==> config.mk <==
export PLATFORM = sky130hd
export DESIGN_NAME = tcp_attach_power
export DESIGN_NICKNAME = d
export VERILOG_FILES = /design/src/include/tcp_pkg.sv /design/src/design/tcp_attach_power.sv
export SDC_FILE = /design/constraint.sdc
export NUM_CORES = 1
export LEC_CHECK = 0
export BUFFER_PORTS_ARGS = -buffer_cell sky130_fd_sc_hd__buf_4
export CORE_MARGIN = 2
export CORE_UTILIZATION = 43
export DETAILED_ROUTE_END_ITERATION = 6
export PLACE_DENSITY_LB_ADDON = 0.25
export SETUP_SLACK_MARGIN = 0.4
export SYNTH_ARGS = -nofsm -noshare
export SYNTH_HDL_FRONTEND = slang
export SYNTH_SLANG_ARGS = --single-unit
==> constraint.sdc <==
create_clock -name clk -period 1.65 [get_ports clk]
set_input_delay 0.0825 -clock clk [delete_from_list [all_inputs] [get_ports clk]]
set_output_delay 0.0825 -clock clk [all_outputs]
set_load 0.005 [all_outputs]
==> src/include/tcp_pkg.sv <==
// Package for the Type-C source attach and power-path block
`default_nettype none
package tcp_pkg;
	// Termination seen on one CC line, as classified by the front end
	typedef enum logic [2:0] {
		TERM_OPEN = 3'h0,
		TERM_RA = 3'h1,
		TERM_RD = 3'h2,
		TERM_RP = 3'h3,
		TERM_LOW = 3'h4
	} tcp_term_t;

	typedef struct packed {
		tcp_term_t cc1;
		tcp_term_t cc2;
	} tcp_cc_pair_t;

	// Supply and bus monitor levels
	typedef struct packed {
		logic vdd_supplied;
		logic vdd_above_lockout;
		logic bus_in_range;
	} tcp_mon_t;

	typedef enum {
		ST_UNATTACHED,
		ST_ATTACHED,
		ST_DEBUG_UNORIENTED,
		ST_DEBUG_ORIENTED,
		ST_AUDIO
	} tcp_state_t;

	// Register offsets
	localparam logic [7:0] OFS_CONN_STATUS = 8'h0e;
	localparam logic [7:0] OFS_OP_STATE = 8'h11;
	localparam logic [7:0] OFS_CURRENT_VCONN = 8'h18;
	localparam logic [7:0] OFS_VCONN_ILIM = 8'h1e;
	localparam logic [7:0] OFS_PORT_ROLE = 8'h1f;
	localparam logic [7:0] OFS_VCONN_MON = 8'h20;
	localparam logic [7:0] OFS_BUS_TARGET = 8'h21;
	localparam logic [7:0] OFS_WINDOW_SHIFT = 8'h22;
	localparam logic [7:0] OFS_ACC_DETECT = 8'h24;
	localparam logic [7:0] OFS_DISCH_TIME = 8'h25;
	localparam logic [7:0] OFS_DISCH_EN = 8'h26;
	localparam logic [7:0] OFS_MON_DISABLE = 8'h2e;

	// Connection codes
	localparam logic [7:0] CODE_NONE = 8'h00;
	localparam logic [7:0] CODE_SINK = 8'h2d;
	localparam logic [7:0] CODE_SINK_CABLE = 8'h2f;
	localparam logic [7:0] CODE_DEBUG = 8'h6d;
	localparam logic [7:0] CODE_AUDIO = 8'h81;

	// Attach state report codes
	localparam logic [7:0] OPST_UNATTACHED = 8'h00;
	localparam logic [7:0] OPST_ATTACHED = 8'h01;
	localparam logic [7:0] OPST_DEBUG_UNORIENTED = 8'h02;
	localparam logic [7:0] OPST_DEBUG_ORIENTED = 8'h03;
	localparam logic [7:0] OPST_AUDIO = 8'h04;

	// Field positions
	localparam int BIT_STARTUP_MODE = 0;
	localparam int BIT_VCONN_SUPPLY = 2;
	localparam int BIT_VCONN_DISCH = 3;
	localparam int BIT_ACC_DETECT = 0;
	localparam int BIT_DISCH_EN = 0;
	localparam int BIT_SUPPLY_OVERVOLTAGE_LOCKOUT_OFF = 0;
	localparam int BIT_RANGE_OFF = 1;

	// Reset values
	localparam logic RST_STARTUP_MODE = 1'b0;
	localparam logic [1:0] RST_CURRENT_LEVEL = 2'h0;
	localparam logic RST_VCONN_SUPPLY = 1'b1;
	localparam logic RST_VCONN_DISCH = 1'b0;
	localparam logic [3:0] RST_VCONN_ILIM = 4'h0;
	localparam logic [2:0] RST_PORT_ROLE = 3'h1;
	localparam logic [1:0] RST_VCONN_MON = 2'h0;
	localparam logic [7:0] RST_BUS_TARGET = 8'h32;
	localparam logic [3:0] RST_SHIFT = 4'ha;
	localparam logic RST_ACC_DETECT = 1'b1;
	localparam logic [3:0] RST_DISCH_TIME = 4'ha;
	localparam logic RST_DISCH_EN = 1'b1;
	localparam logic RST_SUPPLY_OVERVOLTAGE_LOCKOUT_OFF = 1'b0;
	localparam logic RST_RANGE_OFF = 1'b0;
endpackage : tcp_pkg
`default_nettype wire

==> src/design/tcp_attach_power.sv <==
// Source-role attach decoding, power-path outputs and start-up registers
`default_nettype none

module tcp_attach_power
	import tcp_pkg::*;
(
	// Clock and reset
	input wire logic clk,
	input wire logic rstn,
	// CC termination classification from the analog front end
	input wire tcp_cc_pair_t cc_term_pin,
	// Supply and bus monitors
	input wire tcp_mon_t mon_pin,
	// Register access port
	input wire logic [7:0] reg_addr,
	input wire logic reg_wr_en,
	input wire logic [7:0] reg_wdata,
	output logic [7:0] reg_rdata,
	// Source power switch enable, open drain
	output logic source_switch_enable_n_out,
	output logic source_switch_enable_n_oe,
	// Orientation output, open drain
	output logic side_out,
	output logic side_oe,
	// VCONN supply switches
	output logic vconn_cc1_on,
	output logic vconn_cc2_on,
	// Configuration seen by the rest of the port
	output logic startup_standby,
	output logic [7:0] bus_voltage_target_code,
	output logic [3:0] upper_window_shift,
	output logic [3:0] lower_window_shift,
	output logic powered_accessory_detect_on,
	output logic discharge_path_on
);

	tcp_cc_pair_t cc_meta_reg;
	tcp_cc_pair_t cc_sync_reg;
	tcp_cc_pair_t cc_prev_reg;
	tcp_mon_t mon_meta_reg;
	tcp_mon_t mon_sync_reg;
	tcp_state_t state_reg;
	tcp_state_t state_next;
	logic [7:0] code_reg;
	logic [7:0] code_next;
	logic cc2_sink_reg;
	logic cc2_sink_next;
	logic vconn_on_ra_reg;
	logic vconn_on_ra_next;
	logic en_oe_reg;
	logic side_oe_reg;
	logic vconn1_reg;
	logic vconn2_reg;
	logic [7:0] rdata_reg;
	logic startup_mode_reg;
	logic [1:0] current_level_reg;
	logic vconn_supply_reg;
	logic vconn_disch_reg;
	logic [3:0] vconn_ilim_reg;
	logic [2:0] port_role_reg;
	logic [1:0] vconn_mon_reg;
	logic [7:0] bus_target_reg;
	logic [3:0] shift_high_reg;
	logic [3:0] shift_low_reg;
	logic acc_detect_reg;
	logic [3:0] disch_zero_reg;
	logic [3:0] disch_trans_reg;
	logic disch_en_reg;
	logic supply_overvoltage_lockout_off_reg;
	logic range_off_reg;
	logic [7:0] op_code;
	logic [7:0] read_mux;
	logic powered_state;
	logic supply_ok;
	logic bus_ok;
	logic stable;
	logic is_rd1;
	logic is_rd2;

	// Two-stage synchronisers; only the second stage is read
	always_ff @(posedge clk) begin
		if (!rstn) begin
			cc_meta_reg <= '{TERM_OPEN, TERM_OPEN};
			cc_sync_reg <= '{TERM_OPEN, TERM_OPEN};
			mon_meta_reg <= '0;
			mon_sync_reg <= '0;
		end else begin
			cc_meta_reg <= cc_term_pin;
			cc_sync_reg <= cc_meta_reg;
			mon_meta_reg <= mon_pin;
			mon_sync_reg <= mon_meta_reg;
		end
	end

	// A multi-bit code can tear across the synchroniser, so the pair is
	// only trusted once two samples agree
	always_ff @(posedge clk) begin
		if (!rstn) begin
			cc_prev_reg <= '{TERM_OPEN, TERM_OPEN};
		end else begin
			cc_prev_reg <= cc_sync_reg;
		end
	end

	assign stable = (cc_prev_reg == cc_sync_reg);
	assign is_rd1 = (cc_sync_reg.cc1 == TERM_RD);
	assign is_rd2 = (cc_sync_reg.cc2 == TERM_RD);

	// Termination pair decode
	always_comb begin
		state_next = ST_UNATTACHED;
		code_next = CODE_NONE;
		cc2_sink_next = is_rd2 && !is_rd1;
		vconn_on_ra_next = 1'b0;
		unique case ({cc_sync_reg.cc1, cc_sync_reg.cc2})
			{TERM_RD, TERM_OPEN}, {TERM_OPEN, TERM_RD}: begin
				state_next = ST_ATTACHED;
				code_next = CODE_SINK;
			end
			{TERM_RD, TERM_RA}, {TERM_RA, TERM_RD}: begin
				state_next = ST_ATTACHED;
				code_next = CODE_SINK_CABLE;
				vconn_on_ra_next = 1'b1;
			end
			{TERM_RD, TERM_RD}: begin
				state_next = ST_DEBUG_UNORIENTED;
				code_next = CODE_DEBUG;
			end
			{TERM_RD, TERM_LOW}, {TERM_LOW, TERM_RD}: begin
				state_next = ST_DEBUG_ORIENTED;
				code_next = CODE_DEBUG;
			end
			{TERM_RA, TERM_RA}: begin
				state_next = ST_AUDIO;
				code_next = CODE_AUDIO;
			end
			default: begin
				state_next = ST_UNATTACHED;
				code_next = CODE_NONE;
			end
		endcase
	end

	// Attach state; the status follows each decoded pair that holds for two samples, so a partner
	// plugging in may pass through other codes on the way
	always_ff @(posedge clk) begin
		if (!rstn) begin
			state_reg <= ST_UNATTACHED;
			code_reg <= CODE_NONE;
			cc2_sink_reg <= 1'b0;
			vconn_on_ra_reg <= 1'b0;
		end else if (stable) begin
			state_reg <= state_next;
			code_reg <= code_next;
			cc2_sink_reg <= cc2_sink_next;
			vconn_on_ra_reg <= vconn_on_ra_next;
		end
	end

	// Power switch enable conditions
	assign powered_state = (state_reg == ST_ATTACHED) ||
		(state_reg == ST_DEBUG_UNORIENTED) ||
		(state_reg == ST_DEBUG_ORIENTED);
	assign supply_ok = !mon_sync_reg.vdd_supplied || supply_overvoltage_lockout_off_reg ||
		!mon_sync_reg.vdd_above_lockout;
	assign bus_ok = range_off_reg || mon_sync_reg.bus_in_range;

	// Re-evaluated every cycle, so any input change shows at the pin
	// within five edges
	always_ff @(posedge clk) begin
		if (!rstn) begin
			en_oe_reg <= 1'b0;
		end else begin
			en_oe_reg <= powered_state && supply_ok && bus_ok;
		end
	end

	// Orientation and VCONN
	always_ff @(posedge clk) begin
		if (!rstn) begin
			side_oe_reg <= 1'b0;
			vconn1_reg <= 1'b0;
			vconn2_reg <= 1'b0;
		end else begin
			side_oe_reg <= cc2_sink_reg && ((state_reg == ST_ATTACHED) ||
				(state_reg == ST_DEBUG_ORIENTED));
			vconn1_reg <= (state_reg == ST_ATTACHED) && vconn_on_ra_reg &&
				cc2_sink_reg && vconn_supply_reg;
			vconn2_reg <= (state_reg == ST_ATTACHED) && vconn_on_ra_reg &&
				!cc2_sink_reg && vconn_supply_reg;
		end
	end

	assign source_switch_enable_n_out = 1'b0;
	assign source_switch_enable_n_oe = en_oe_reg;
	assign side_out = 1'b0;
	assign side_oe = side_oe_reg;
	assign vconn_cc1_on = vconn1_reg;
	assign vconn_cc2_on = vconn2_reg;

	// Configuration registers
	always_ff @(posedge clk) begin
		if (!rstn) begin
			startup_mode_reg <= RST_STARTUP_MODE;
			current_level_reg <= RST_CURRENT_LEVEL;
			vconn_supply_reg <= RST_VCONN_SUPPLY;
			vconn_disch_reg <= RST_VCONN_DISCH;
			vconn_ilim_reg <= RST_VCONN_ILIM;
			port_role_reg <= RST_PORT_ROLE;
			vconn_mon_reg <= RST_VCONN_MON;
			shift_high_reg <= RST_SHIFT;
			shift_low_reg <= RST_SHIFT;
			acc_detect_reg <= RST_ACC_DETECT;
			disch_zero_reg <= RST_DISCH_TIME;
			disch_trans_reg <= RST_DISCH_TIME;
			disch_en_reg <= RST_DISCH_EN;
			supply_overvoltage_lockout_off_reg <= RST_SUPPLY_OVERVOLTAGE_LOCKOUT_OFF;
			range_off_reg <= RST_RANGE_OFF;
		end else if (reg_wr_en) begin
			unique case (reg_addr)
				OFS_CONN_STATUS: begin
					startup_mode_reg <= reg_wdata[BIT_STARTUP_MODE];
				end
				OFS_CURRENT_VCONN: begin
					current_level_reg <= reg_wdata[1:0];
					vconn_supply_reg <= reg_wdata[BIT_VCONN_SUPPLY];
					vconn_disch_reg <= reg_wdata[BIT_VCONN_DISCH];
				end
				OFS_VCONN_ILIM: begin
					vconn_ilim_reg <= reg_wdata[3:0];
				end
				OFS_PORT_ROLE: begin
					port_role_reg <= reg_wdata[2:0];
				end
				OFS_VCONN_MON: begin
					vconn_mon_reg <= reg_wdata[1:0];
				end
				OFS_WINDOW_SHIFT: begin
					shift_high_reg <= reg_wdata[7:4];
					shift_low_reg <= reg_wdata[3:0];
				end
				OFS_ACC_DETECT: begin
					acc_detect_reg <= reg_wdata[BIT_ACC_DETECT];
				end
				OFS_DISCH_TIME: begin
					disch_zero_reg <= reg_wdata[7:4];
					disch_trans_reg <= reg_wdata[3:0];
				end
				OFS_DISCH_EN: begin
					disch_en_reg <= reg_wdata[BIT_DISCH_EN];
				end
				OFS_MON_DISABLE: begin
					supply_overvoltage_lockout_off_reg <= reg_wdata[BIT_SUPPLY_OVERVOLTAGE_LOCKOUT_OFF];
					range_off_reg <= reg_wdata[BIT_RANGE_OFF];
				end
				default: begin
				end
			endcase
		end
	end

	// Bus target: software writes it, and the state machine restores the
	// 5 V code on detach, except that a target write in the same cycle wins and is kept
	always_ff @(posedge clk) begin
		if (!rstn) begin
			bus_target_reg <= RST_BUS_TARGET;
		end else if (reg_wr_en && reg_addr == OFS_BUS_TARGET) begin
			bus_target_reg <= reg_wdata;
		end else if (stable && state_next == ST_UNATTACHED &&
			state_reg != ST_UNATTACHED) begin
			bus_target_reg <= RST_BUS_TARGET;
		end
	end

	// Attach state report code
	always_comb begin
		op_code = OPST_UNATTACHED;
		unique case (state_reg)
			ST_UNATTACHED: op_code = OPST_UNATTACHED;
			ST_ATTACHED: op_code = OPST_ATTACHED;
			ST_DEBUG_UNORIENTED: op_code = OPST_DEBUG_UNORIENTED;
			ST_DEBUG_ORIENTED: op_code = OPST_DEBUG_ORIENTED;
			ST_AUDIO: op_code = OPST_AUDIO;
		endcase
	end

	// Read mux; unmapped offsets read zero
	always_comb begin
		read_mux = 8'h00;
		unique case (reg_addr)
			OFS_CONN_STATUS: read_mux = code_reg;
			OFS_OP_STATE: read_mux = op_code;
			OFS_CURRENT_VCONN: read_mux = {4'h0, vconn_disch_reg,
				vconn_supply_reg, current_level_reg};
			OFS_VCONN_ILIM: read_mux = {4'h0, vconn_ilim_reg};
			OFS_PORT_ROLE: read_mux = {5'h00, port_role_reg};
			OFS_VCONN_MON: read_mux = {6'h00, vconn_mon_reg};
			OFS_BUS_TARGET: read_mux = bus_target_reg;
			OFS_WINDOW_SHIFT: read_mux = {shift_high_reg, shift_low_reg};
			OFS_ACC_DETECT: read_mux = {7'h00, acc_detect_reg};
			OFS_DISCH_TIME: read_mux = {disch_zero_reg, disch_trans_reg};
			OFS_DISCH_EN: read_mux = {7'h00, disch_en_reg};
			OFS_MON_DISABLE: read_mux = {6'h00, range_off_reg, supply_overvoltage_lockout_off_reg};
			default: read_mux = 8'h00;
		endcase
	end

	always_ff @(posedge clk) begin
		if (!rstn) begin
			rdata_reg <= 8'h00;
		end else begin
			rdata_reg <= read_mux;
		end
	end

	assign reg_rdata = rdata_reg;
	assign startup_standby = startup_mode_reg;
	assign bus_voltage_target_code = bus_target_reg;
	assign upper_window_shift = shift_high_reg;
	assign lower_window_shift = shift_low_reg;
	assign powered_accessory_detect_on = acc_detect_reg;
	assign discharge_path_on = disch_en_reg;

endmodule : tcp_attach_power
`default_nettype wire

Yosys cells after proc, flatten, opt, wreduce, memory -nomap -nowiden

Index checks and enable logic that the tools add are counted.

Output and inout port bits: 33
Register bits after elaboration: 120
Input port bits: 28

Equal/unequal tests: 30
Mux-type cells: 7
Reduce and logical (&&, ||, !) cells: 41

Operators by type and width:

| cell                                                  | count |
|---|---|
| equality test 32 x 2 -> 1 bit (second input constant) | 3 |
| equality test 32 x 3 -> 1 bit (second input constant) | 3 |
| one-hot mux 8 bit (12 select lines)                   | 1 |
| logical NOT 32 bit                                    | 2 |
| equality test 8 x 6 -> 1 bit (second input constant)  | 7 |
| one-hot mux 8 bit (5 select lines)                    | 1 |
| equality test 32 x 1 -> 1 bit (second input constant) | 1 |
| equality test 8 x 5 -> 1 bit (second input constant)  | 4 |
| one-hot mux 8 bit (4 select lines)                    | 1 |
| nonzero test 32 bit                                   | 1 |
| equality test 6 x 5 -> 1 bit (second input constant)  | 4 |
| AND reduction 2 bit                                   | 10 |
| 2-to-1 mux 8 bit                                      | 2 |
| equality test 6 x 4 -> 1 bit (second input constant)  | 2 |
| logical AND 1 bit                                     | 12 |
| one-hot mux 3 bit (4 select lines)                    | 1 |
| equality test 8 x 4 -> 1 bit (second input constant)  | 1 |
| equality test 3 x 2 -> 1 bit (second input constant)  | 2 |
| equality test 6 x 2 -> 1 bit (second input constant)  | 1 |
| equality test 6 bit                                   | 1 |
| equality test 6 bit (second input constant)           | 1 |
| logical OR 1 bit                                      | 6 |
| OR reduction 2 bit                                    | 3 |
| logical NOT 1 bit                                     | 4 |
| 4 further kinds                                       | 4 |

Longest topological paths before layout

Depth after elaboration: 8
Depth in mapped cells: 7
Depth with buffers taken out: 5

Worst setup path before layout

No wires, ideal clock.

Path type: flip-flop to flip-flop
From: reg cc_sync_reg[5] (netlist bit)
To: reg code_reg[6]
Slack: -82 ps
Stages on the path, launching flop included: 8
Period minus slack after synthesis: 1732 ps
Arrival: 1662 ps
Path buffers: 2
Path through: dfxtp_1 > buf_4 > xnor2_1 > nand4_1 > or2_1 > buf_2 > or4_4 > a21boi_1

Cells in the longest elaborated chain, start to end: 3
Elaborated cells between the ends (all ways): 13

Ends and longest elaborated chain:

| element                                                    | line                    | text |
|---|---|---|
| start: declaration                                         | tcp_attach_power.sv:38  | `tcp_cc_pair_t cc_sync_reg;` |
| start signal: assignment                                   | tcp_attach_power.sv:84  | `cc_sync_reg <= '{TERM_OPEN, TERM_OPEN};` |
| start signal: assignment                                   | tcp_attach_power.sv:89  | `cc_sync_reg <= cc_meta_reg;` |
| equality test 6 x 5 -> 1 bit, or another cell as far along | tcp_attach_power.sv:115 | `unique case ({cc_sync_reg.cc1, cc_sync_reg.cc2})` |
| OR reduction 3 bit (no line), or another cell as far along | --                      |  |
| one-hot mux 8 bit (4 select lines)                         | tcp_attach_power.sv:115 |  |
| end signal: assignment                                     | tcp_attach_power.sv:154 | `code_reg <= code_next;` |
| end: declaration                                           | tcp_attach_power.sv:44  | `logic [7:0] code_reg;` |

Parallel ways exist; a longest one is shown, timed or not.
A chain may end at the register's enable or synchronous reset.

Final worst setup path

From: reg cc_sync_reg[1] (netlist bit)
To: reg code_reg[6]

The elaborated chain is that of the path after synthesis.

==> flow_metrics.tcl <==
set metrics [dict create \
    timing.final.ws_setup_ns 0.0164 \
    placed_area_sq_mm 0.00455 \
    coreArea_sq_mm 0.00872 \
    setup_viol 0 \
    cts_sinks 88 \
    clk_path_buf_depth 2 \
    rows 34 \
    synth_top_area_share_pct 45.7 \
    clock_latency_ns 0.37 \
    netSwitchingFraction_pct 26.5 \
    cp-end-kind "flip-flop" \
    antenna_cells 0 \
    p_sw_uw 1090 \
    numCtsBuffers 9 \
    power_leakage_uw 0.00205 \
    seq_power_share_pct 53.2 \
    port_buffers 58 \
    cp_data_required_time_ns 1.96 \
    drv_cap 0 \
    synthToLayoutAreaGrowth_pct 34.1 \
    dp_cells 579 \
    rsz0062_at_grt "true" \
    p_clk_share_pct 34.1 \
    finalCritPeriodShare_pct 99.0 \
    final_cell_count_no_fill 623 \
    hpwl_microns 7070 \
    grt_first_pass_wirelength_microns 16100 \
    cts_tree "done" \
    ys_ff_latch 88 \
    syn_area_per_cell_sq_um 9.19 \
    die_x_microns 98.6 \
    yosys.cell_types.count 60 \
    die_h_microns 98.6 \
    path_clk_slew_ns 0.10 \
    finalHoldViolations 0 \
    pre_cts_ws_ns -0.00323 \
    nNetsFinal 538 \
    seq_area_sq_mm 0.00178 \
    cp_max_fo 4 \
    drt-total-wl_microns 10100 \
    critical_path_buf_inv_count 0 \
    syn_area_sq_mm 0.00385 \
    synth_edf_count 0 \
    start_util_pct 44.2 \
    routed_via_density 5.42 \
    fmax_mhz 612 \
    wire_per_inst_microns 16.2 \
    vias 3377 \
    worst_ep_arrival_time_ns 1.94 \
    status "complete, no violations" \
    p_per_area_mw_per_mm2 794 \
    grt_pass1_vias 3273 \
    synth_area_leaders "dfxtp_1, mux2i_1, and2_1" \
    gr-total-overflow 0 \
    peakVddDrop_mv 0.497 \
    maxSlewViolCount 0 \
    multi_input_area_sq_mm 0.00213 \
    crit_path_max_incr_delay_ns 0.51 \
    whs_ns 0.0395 \
    critical-path-slowest-cell "or4_4" \
    min-delay-path-class "in -> reg" \
    grt_max_degree 33 \
    gp_congestion 0.855 \
    drtAntennaViolNets 0 \
    n_fill_cell 740 \
    period_minus_slack_ns 1.63 \
    final_cell_mix "buf_4, dfxtp_1, nand2_1, mux2i_1, and2_1" \
    synthArstFlopShare_pct 0 \
    cp-start-kind "flip-flop" \
    cp_top_family "simple AND/OR/NAND/NOR gates" \
    synth_ff_type "dfxtp_1" \
    die-area_sq_mm 0.00973 \
    antenna_found_initial 0 \
    io_pins 61 \
    mostFrequentLayoutCell "buf_4" \
    synth.largest_area_cell "dfxtp_1" \
    intPower_uw 3020 \
    yosys_warnings 0 \
    p_comb_share_pct 12.7 \
    fin_area_sq_mm 0.00516 \
    crit_chain "xnor2_1 -> nand2_2 -> or2_1 -> or4_4 -> a21boi_2" \
    firstDrtPassIters 5 \
    power_uw 4100 \
    final_layout_size_suffix_gt1_share_pct 33.2 \
    drtIter0Drc 154 \
    netlist_instances 419 \
    cts_root_buf "clkbuf_8" \
    critPathKind "reg -> reg" \
    grt_usage_pct 20.7 \
    htreeDepth 3 \
    ys_seq_area_share_pct 45.7 \
    fin_skew_ns 0.0118 \
    drc 0 \
]
## through the flow
step | utilization (%) | TNS (ns)
2_1_floorplan | - | -0.0553
3_3_place_gp | 52.2 | 0
3_5_place_dp | 52.2 | -0.00323
4_1_cts | 57.8 | 0
5_1_grt | 59.2 | -0.447
6_report | 59.2 | 0
## per-layer routing
| metal | share of wire [%] | global-route usage [%] |
|---|---|---|
| met3 | 5.9 | 3.69 |
| met2 | 48 | 34.9 |
| met5 | 0 | 0 |
| met1 | 45 | 26.7 |
| met4 | 1.7 | 7.59 |
## path summary, 6_finish.rpt
path	from	slack, ns	cells after the start	end
max	cc_sync_reg[1]	0.02	5	code_reg[6]
min	reg_wdata[2]	0.04	3	lower_window_shift[2]
max reg2reg	cc_sync_reg[1]	0.02	5	code_reg[6]
min reg2reg	mon_meta_reg[2]	0.43	1	mon_sync_reg[2]
## cell usage after synthesis, types with 7 or more instances
cell       n
a21boi_0   9
a21oi_1   16
a22o_1     9
and2_1    25
buf_2      8
clkbuf_1  18
dfxtp_1   88
inv_1     10
mux2i_1   27
nand2_1   40
nand2b_1   8
nand3_1   22
nor2_1    20
nor2b_1   20
nor3_1     7
## logic make-up after synthesis
| group | synth area share [%] |
|---|---|
| XOR/XNOR | 1.59 |
| AO/OA/AOI/OAI | 14.3 |
| other | 0.0974 |
| buffers and inverters | 4.65 |
| multiplexers | 7.89 |
| flip-flops | 45.7 |
| AND/OR/NAND/NOR | 25.7 |
## power by group through the flow
stage / logic, uW / clock network, uW / registers [uW]
finish: 519 / 1400 / 2180
global placement: 376 / 0 / 2230
CTS: 465 / 1430 / 2180
floorplan: 268 / 0 / 2220
detailed placement: 380 / 0 / 2230
global route: 556 / 1510 / 2190
## layout make-up
type,instances,share of cell area (%)
clock inverter,5,0.775
inverter,10,0.727
multi-input combinational,291,41.3
timing repair buffer,110,17.3
clock buffer,11,2.74
sequential,88,34.5
tap,108,2.62
## worst register-to-register path: cells and delay by family (launching register included)
family           cells  cell delay (ns)
AND/OR/NAND/NOR      3             0.89
AO/OA/AOI/OAI        1             0.13
flip-flops           1             0.37
XOR/XNOR             1             0.19
## timing repair
item / 4_1_cts / 5_1_grt
endpoints found under the setup margin: 21 / 27
pin swaps: 25 / 12
endpoints found under the hold margin: 22 / 0
buffers inserted: 7 / 6
resized for setup: 43 / 19
hold buffers: 14 / 0
gates cloned: 1 / 0
Note: power is estimated with default switching activity, not from simulation.
